## config.mk

```make
export PLATFORM = sky130hd
export DESIGN_NAME = hscp_strap_capture
export DESIGN_NICKNAME = d
export VERILOG_FILES = /design/src/hscp_pkg.sv /design/src/hscp_sync.sv /design/src/hscp_strap_capture.sv
export SDC_FILE = /design/constraint.sdc
export NUM_CORES = 1
export LEC_CHECK = 0
export ABC_AREA = 1
export BUFFER_PORTS_ARGS = -buffer_cell sky130_fd_sc_hd__buf_2
export CAP_MARGIN = 20
export CORE_MARGIN = 2
export CORE_UTILIZATION = 40
export CTS_CLUSTER_SIZE = 8
export DETAILED_ROUTE_END_ITERATION = 8
export MAX_ROUTING_LAYER = met4
export PLACE_DENSITY = 0.65
export SLEW_MARGIN = 20
export SYNTH_ARGS = -nofsm -noshare
export SYNTH_HDL_FRONTEND = slang
export SYNTH_SLANG_ARGS = --single-unit
```

## constraint.sdc

```tcl
create_clock -name clk -period 1.4 [get_ports clk]
set_input_delay 0.07 -clock clk [delete_from_list [all_inputs] [get_ports clk]]
set_output_delay 0.07 -clock clk [all_outputs]
set_load 0.02 [all_outputs]
```

## src/hscp_pkg.sv

```systemverilog
// Shared constants, types and helpers for the hub strap capture block
package hscp_pkg;

  // ****************************************
  // Sizes and constants
  // ****************************************
  localparam int NumPorts = 7;
  localparam int SyncStages = 2;
  // Select code {hi, lo} that picks the strap based default configuration
  localparam logic [1:0] CfgSelStrap = 2'h2;
  localparam logic ValidAtReset = 1'h0;
  localparam logic [7:1] PortsOff = 7'h00;
  localparam logic [7:1] OverAtReset = 7'h00;

  // ****************************************
  // Types
  // ****************************************
  // Pin levels that enter through the synchroniser
  typedef struct packed {
    logic cfgSelHi;
    logic cfgSelLo;
    logic ind4;
    logic ind2;
    logic ind1;
    logic supplyLevel;
    logic [7:1] overN;
  } hscp_pins_s;

  // Configuration in force after reset release
  typedef struct packed {
    logic useStrap;
    logic indicatorEnable;
    logic multiTranslators;
    logic ganged;
    logic supplyLevel;
  } hscp_cfg_s;

  // ****************************************
  // Helpers
  // ****************************************
  // Maps a set of "on" requests to pin levels for a given active level
  function automatic logic [7:1] hscp_level(input logic [7:1] on, input logic activeHigh);
    return activeHigh ? on : ~on;
  endfunction

  // Single indicator pin level for a given active level
  function automatic logic hscp_led(input logic on, input logic activeHigh);
    return activeHigh ? on : ~on;
  endfunction

endpackage

```

## src/hscp_sync.sv

```systemverilog
// Two stage synchroniser for a vector of pin levels
`timescale 1ns/1ps
module hscp_sync #(
  parameter int Width = 1
) (
  // Clock
  input wire logic clk,
  // Pin side
  input wire logic [Width-1:0] d,
  // Core side
  output logic [Width-1:0] q
);
  logic [Width-1:0] meta;

  // No reset: straps must keep flowing while reset is held
  always_ff @(posedge clk) begin
    meta <= d;
    q <= meta;
  end
endmodule

```

## src/hscp_strap_capture.sv

```systemverilog
// Reset time strap capture, indicator and port power polarity for the hub
`timescale 1ns/1ps

module hscp_strap_capture
  import hscp_pkg::*;
(
  // Clock and reset
  input wire logic clk,
  input wire logic rst,
  // Configuration select pins
  input wire logic configMethodSelectHi,
  input wire logic configMethodSelectLo,
  // Loaded configuration, used when straps are not selected
  input wire logic cfgIndicatorEnable,
  input wire logic cfgMultiTranslators,
  input wire logic cfgGanged,
  // Indicator requests from the hub core
  input wire logic [4:1] amberReq,
  // Port 4 indicator pin
  input wire logic port4AmberIndicatorIn,
  output logic port4AmberIndicatorOut,
  output logic port4AmberIndicatorOe,
  // Port 3 indicator pin
  output logic port3AmberIndicatorOut,
  output logic port3AmberIndicatorOe,
  // Port 2 indicator pin
  input wire logic port2AmberIndicatorIn,
  output logic port2AmberIndicatorOut,
  output logic port2AmberIndicatorOe,
  // Port 1 indicator pin
  input wire logic port1AmberIndicatorIn,
  output logic port1AmberIndicatorOut,
  output logic port1AmberIndicatorOe,
  // Port power
  input wire logic supplySwitchLevelStrap,
  input wire logic [7:1] portPowerReq,
  output logic [7:1] downstreamSupplyEnable,
  // Over-current sensing
  input wire logic [7:1] overcurrentSenseN,
  output logic [7:1] overcurrent,
  // Configuration in force
  output hscp_cfg_s activeCfg,
  output logic strapsValid
);

  // ****************************************
  // Pin synchronisers
  // ****************************************
  hscp_pins_s pinRaw;
  hscp_pins_s pinSync;

  assign pinRaw = '{
    cfgSelHi: configMethodSelectHi,
    cfgSelLo: configMethodSelectLo,
    ind4: port4AmberIndicatorIn,
    ind2: port2AmberIndicatorIn,
    ind1: port1AmberIndicatorIn,
    supplyLevel: supplySwitchLevelStrap,
    overN: overcurrentSenseN
  };

  hscp_sync #(
    .Width($bits(hscp_pins_s))
  ) u_sync (
    .clk(clk),
    .d(pinRaw),
    .q(pinSync)
  );

  // ****************************************
  // Strap capture
  // ****************************************
  hscp_pins_s cap;
  logic capStrapMode;

  // Follows the pins while reset is held, freezes at release
  always_ff @(posedge clk) begin
    if (rst) begin
      cap <= pinSync;
    end
  end

  assign capStrapMode = ({cap.cfgSelHi, cap.cfgSelLo} == CfgSelStrap);

  always_ff @(posedge clk) begin
    if (rst) begin
      strapsValid <= ValidAtReset;
    end else begin
      strapsValid <= 1'h1;
    end
  end

  // Effective configuration, straps or loaded settings
  hscp_cfg_s next_activeCfg;

  always_comb begin
    next_activeCfg.useStrap = capStrapMode;
    next_activeCfg.supplyLevel = cap.supplyLevel;
    if (capStrapMode) begin
      next_activeCfg.indicatorEnable = cap.ind4;
      next_activeCfg.multiTranslators = cap.ind2;
      next_activeCfg.ganged = cap.ind1;
    end else begin
      next_activeCfg.indicatorEnable = cfgIndicatorEnable;
      next_activeCfg.multiTranslators = cfgMultiTranslators;
      next_activeCfg.ganged = cfgGanged;
    end
  end

  always_ff @(posedge clk) begin
    activeCfg <= next_activeCfg;
  end

  // ****************************************
  // Amber indicators
  // ****************************************
  // Pins 4, 2, 1 stay released during reset so the straps can be read
  always_ff @(posedge clk) begin
    if (rst) begin
      port4AmberIndicatorOe <= 1'h0;
      port2AmberIndicatorOe <= 1'h0;
      port1AmberIndicatorOe <= 1'h0;
      port4AmberIndicatorOut <= 1'h1;
      port2AmberIndicatorOut <= 1'h1;
      port1AmberIndicatorOut <= 1'h1;
    end else if (capStrapMode) begin
      port4AmberIndicatorOe <= 1'h1;
      port4AmberIndicatorOut <= cap.ind4 ? ~amberReq[4] : 1'h1;
      port2AmberIndicatorOe <= 1'h1;
      port2AmberIndicatorOut <= hscp_led(amberReq[2], ~cap.ind2);
      port1AmberIndicatorOe <= 1'h1;
      port1AmberIndicatorOut <= hscp_led(amberReq[1], ~cap.ind1);
    end else begin
      port4AmberIndicatorOe <= cfgIndicatorEnable;
      port2AmberIndicatorOe <= cfgIndicatorEnable;
      port1AmberIndicatorOe <= cfgIndicatorEnable;
      port4AmberIndicatorOut <= ~amberReq[4];
      port2AmberIndicatorOut <= ~amberReq[2];
      port1AmberIndicatorOut <= ~amberReq[1];
    end
  end

  // Port 3 carries no strap and is always driven
  always_ff @(posedge clk) begin
    port3AmberIndicatorOe <= 1'h1;
    if (rst) begin
      port3AmberIndicatorOut <= 1'h1;
    end else begin
      port3AmberIndicatorOut <= ~amberReq[3];
    end
  end

  // ****************************************
  // Downstream port power
  // ****************************************
  logic [7:1] effPowerReq;
  logic [7:1] supplyReg;

  // Ganged mode switches every port together
  assign effPowerReq = cap.ind1 && capStrapMode || !capStrapMode && cfgGanged ?
                       {NumPorts{|portPowerReq}} : portPowerReq;

  always_ff @(posedge clk) begin
    if (rst) begin
      supplyReg <= hscp_level(PortsOff, pinSync.supplyLevel);
    end else begin
      supplyReg <= hscp_level(effPowerReq, cap.supplyLevel);
    end
  end

  // Reset path bypasses the register so no port is ever powered in reset
  assign downstreamSupplyEnable = rst ? hscp_level(PortsOff, pinSync.supplyLevel)
                                      : supplyReg;

  // ****************************************
  // Over-current sensing
  // ****************************************
  logic [7:1] overRaw;

  // Undriven inputs idle high, so only a low level reports a fault
  assign overRaw = ~pinSync.overN;

  always_ff @(posedge clk) begin
    if (rst) begin
      overcurrent <= OverAtReset;
    end else if (next_activeCfg.ganged) begin
      overcurrent <= {NumPorts{|overRaw}};
    end else begin
      overcurrent <= overRaw;
    end
  end

  // ****************************************
  // Checks
  // ****************************************
  // Marks the synchroniser as filled, so checks skip its unknown power-up levels
  logic [1:0] syncFill;

  always_ff @(posedge clk) begin
    syncFill <= {syncFill[0], 1'h1};
  end

  chk_select_decode: assert property (@(posedge clk) disable iff (rst)
    $fell(rst) |=> activeCfg.useStrap == ($past(pinSync.cfgSelHi, 2) && !$past(pinSync.cfgSelLo, 2)))
    else $error("configuration method decode wrong");

  chk_indicator_sample: assert property (@(posedge clk) disable iff (rst)
    $fell(rst) ##1 activeCfg.useStrap |-> activeCfg.indicatorEnable == $past(pinSync.ind4, 2))
    else $error("indicator enable strap not taken at release");

  chk_indicator_off: assert property (@(posedge clk) disable iff (rst)
    strapsValid && activeCfg.useStrap && !activeCfg.indicatorEnable |->
      port4AmberIndicatorOe && port4AmberIndicatorOut)
    else $error("disabled indicator not held inactive");

  chk_loaded_leds_low: assert property (@(posedge clk) disable iff (rst)
    !capStrapMode && cfgIndicatorEnable |=>
      port2AmberIndicatorOe && port2AmberIndicatorOut == !$past(amberReq[2]))
    else $error("loaded indicator not active low");

  chk_port3_low: assert property (@(posedge clk) disable iff (rst)
    !rst |=> port3AmberIndicatorOe && port3AmberIndicatorOut == !$past(amberReq[3]))
    else $error("port 3 indicator not active low");

  chk_translator_sample: assert property (@(posedge clk) disable iff (rst)
    $fell(rst) ##1 activeCfg.useStrap |-> activeCfg.multiTranslators == $past(pinSync.ind2, 2))
    else $error("translator strap not taken at release");

  chk_port2_level: assert property (@(posedge clk) disable iff (rst)
    capStrapMode |=> port2AmberIndicatorOut == ($past(cap.ind2) ? !$past(amberReq[2])
                                                                 : $past(amberReq[2])))
    else $error("port 2 indicator level wrong");

  chk_gang_sample: assert property (@(posedge clk) disable iff (rst)
    $fell(rst) ##1 activeCfg.useStrap |-> activeCfg.ganged == $past(pinSync.ind1, 2))
    else $error("gang strap not taken at release");

  chk_port1_level: assert property (@(posedge clk) disable iff (rst)
    capStrapMode |=> port1AmberIndicatorOut == ($past(cap.ind1) ? !$past(amberReq[1])
                                                                 : $past(amberReq[1])))
    else $error("port 1 indicator level wrong");

  chk_reset_power_off: assert property (@(posedge clk)
    syncFill[1] && rst |-> downstreamSupplyEnable == {NumPorts{!pinSync.supplyLevel}})
    else $error("port powered during reset");

  chk_polarity_latched: assert property (@(posedge clk) disable iff (rst)
    strapsValid |=> downstreamSupplyEnable == hscp_level(activeCfg.ganged ?
      {NumPorts{|$past(portPowerReq)}} : $past(portPowerReq), activeCfg.supplyLevel))
    else $error("supply enable ignores latched polarity");

  chk_straps_hold: assert property (@(posedge clk) disable iff (rst)
    !$past(rst) |-> $stable(cap) && ($past(rst, 2) || $stable(activeCfg.supplyLevel)))
    else $error("captured strap changed after release");

  cov_strap_release: cover property (@(posedge clk)
    $fell(rst) ##1 activeCfg.useStrap);

  cov_loaded_release: cover property (@(posedge clk)
    $fell(rst) ##1 !activeCfg.useStrap && cfgIndicatorEnable);

  cov_ganged_fault: cover property (@(posedge clk) disable iff (rst)
    activeCfg.ganged && overcurrent == {NumPorts{1'h1}});

  cov_active_low_power: cover property (@(posedge clk) disable iff (rst)
    strapsValid && !cap.supplyLevel && portPowerReq != PortsOff);

endmodule

```

==> flow_metrics.env <==
export IMPL_outcome="finished, final reports clean"
export IMPL_syn_area_per_cell_sq_um=10.0
export IMPL_htree_levels=3
export IMPL_fp_dieW_microns=70.8
export IMPL_synth_cells=178
export IMPL_grt_pass1_wl_microns=5060
export IMPL_final_cells=310
export IMPL_synthMuxAreaShare=0
export IMPL_cts_sinks=57
export IMPL_placedCellCount=277
export IMPL_antenna_found_initial=0
export IMPL_fin_nets=282
export IMPL_avgRoutedWirePerCell_microns=9.70
export IMPL_final_area_sq_um=2450
export IMPL_grt_start_max_net_pins=20
export IMPL_synth_distinct_cells=23
export IMPL_rows=24
export IMPL_max_freq_mhz=808
export IMPL_grt_setup_unrepaired="false"
export IMPL_netlist_area_sq_um=1790
export IMPL_min_period_over_period=0.884
export IMPL_numCtsBuffers=9
export IMPL_r2r_start="cap[11]"
export IMPL_setup_viol=0
export IMPL_layout_commonest_cell="buf_2"
export IMPL_place_gp_congestion=0.767
export IMPL_worstHoldPathCells=3
export IMPL_antenna_left=0
export IMPL_power_density_nw_per_um2=1480
export IMPL_grt_overflow=0
export IMPL_clkTransAtPathRegs_ns=0.06
export IMPL_tritoncts="done"
export IMPL_root_buffer="clkbuf_8"
export IMPL_final_hold_viol_count=0
export IMPL_skew_ns=0.00763
export IMPL_period_needed_ns=1.24
export IMPL_endpoint_kind="output port"
export IMPL_tns_ns=0
export IMPL_post_dp_cell_area_sq_um=2070
export IMPL_first_pass_iters=4
export IMPL_vias=1302
export IMPL_yosysWarnings=0
export IMPL_dieArea_sq_um=5010
export IMPL_diodes=0
export IMPL_worstPathArrival_ns=1.17
export IMPL_drive_gt1_frac=0.322
export IMPL_drt_initial_drc_count=43
export IMPL_maxCapViolCount=0
export IMPL_crit_required_ns=1.33
export IMPL_die_y_microns=70.8
export IMPL_path_max_fanout=14
export IMPL_cts_setup_buffers=0
export IMPL_whs_endpoint="port1AmberIndicatorOut"
export IMPL_synth_compound_gate_area_share=0.0484
export IMPL_seq_area_sq_um=1200
export IMPL_hold_path_class="in2reg"
export IMPL_min_from="amberReq[1]"
export IMPL_ys_ff_latch=57
export IMPL_synth_edff_count=6
export IMPL_fill_cells=396
export IMPL_slew_violations=0
export IMPL_peakVddDrop_mv=1.03
export IMPL_async_flop_share=0
export IMPL_worst_r2r_setup_slack_ns=0.17
export IMPL_grt_pass1_vias=1193
export IMPL_synthFlopType="dfxtp_1"
export IMPL_finalWirelength_microns=3010
export IMPL_drc=0
export IMPL_critical_path_class="reg2out"
export IMPL_syn_nets=207
export IMPL_io_buffers=55
export IMPL_grt_usage=0.139
export IMPL_layout_common_cells="buf_2, dfxtp_1, nand2_1"
export IMPL_rr_worst_depth=10
export IMPL_hpwlAfterDp_microns=1950
export IMPL_synth_fa_ha_area_frac=0
export IMPL_clk_latency_ns=0.33
export IMPL_critPathLaunchType="flip-flop"
export IMPL_yosysSeqAreaShare=0.673
export IMPL_leakage_nw=1.22
export IMPL_area_growth_pct=37.1
export IMPL_yosys_area_share_xor_xnor=0
export IMPL_synth_simple_area_share=0.203
export IMPL_regToRegEndpoint="supplyReg[6]"
export IMPL_clockBufferDepth=2
export IMPL_synth_top_family_by_area="simple AND/OR/NAND/NOR gates"
export IMPL_multi_input_comb_area_sq_um=464
export IMPL_initial_core_util=0.413
export IMPL_coreArea_sq_um=4320
export IMPL_drt_vias_per_instance=4.20
export IMPL_num_io_pins=57
-- metal layers --
metal | share of wire | global-route usage
met1 | 0.42 | 0.147
met2 | 0.49 | 0.216
met3 | 0.065 | 0.0484
met4 | 0.029 | 0.101
met5 | 0 | -
-- through the flow --
step	power (mW)	worst slack (ns)	utilization	hold WS, ns
final	3.63	0.163	0.566	0.0176
after global routing	3.80	0.000800	0.566	0.0199
after CTS	3.66	0.00370	0.563	0.00380
after detailed placement	2.15	0.129	0.479	0.174
after global placement	2.15	0.155	0.479	0.173
after floorplan	2.04	0.184	-	0.0977
-- cells in the mapped netlist (3+ instances only) --
master    count  share of area
a21oi_1      10          0.028
buf_2         3         0.0084
buf_4         5          0.021
dfxtp_1      51           0.57
edfxtp_1      6           0.10
inv_1        13          0.027
nand2_1      45          0.095
nand3_1      16          0.045
nor2_1        5          0.011
o21ai_0       4          0.011
or2_1         6          0.021
-- report_power, final --
part,switching [mW],internal [mW],leakage (nW)
sequential,0.0308,1.76,0.488
combinational,0.213,0.154,0.632
clock,0.615,0.856,0.102
-- area by class of cell --
cell class              count  area share
repair buffers             73       0.185
well taps                  52      0.0266
clock buffers              10      0.0562
multi-input cells          96       0.190
flip-flops and latches     57       0.491
clock inverters             6      0.0235
inverters                  16      0.0286
-- worst max path at each step --
stage | start | to | slack (ns) | cells after the start
floorplan | cap[11] | supplyReg[4] | 0.18 | 11
CTS | u_sync.q[7] | downstreamSupplyEnable[4] | 0.004 | 3
global route | cap[11] | supplyReg[4] | 0.0008 | 10
detailed placement | cap[12] | supplyReg[6] | 0.13 | 8
finish | u_sync.q[7] | downstreamSupplyEnable[4] | 0.16 | 3
global placement | cap[12] | supplyReg[2] | 0.15 | 8
-- what timing repair did --
| action | in CTS | in global routing |
|---|---|---|
| endpoints found under the setup margin | 0 | 11 |
| hold buffers | 17 | 0 |
| resized for setup | 0 | 4 |
| endpoints found under the hold margin | 17 | 0 |
-- sequential cells by signal, summed over array words and instances, names as in the netlist --
name and flops:
overcurrent 7, port1AmberIndicatorOe 1, port3AmberIndicatorOut 1, strapsValid 1, u_sync.q 13, activeCfg 5, u_sync.meta 13, port4AmberIndicatorOut 1
port2AmberIndicatorOut 1, cap 6, port1AmberIndicatorOut 1, supplyReg 7
-- critical path, cell delays in order, from the launching register on --
cell and delay [ns]:
dfxtp_1 0.30, or2_4 0.31, nand2_1 0.07, buf_2 0.16
-- cell families (layout without fill, tap and decap cells) --
kind of cell    count (synthesis)  count (layout)
other cells                     1               1
simple gates                   79              79
compound gates                 16              16
flops                          57              57
buf+inv                        25             105
Note: power is estimated with default switching activity, not from simulation.
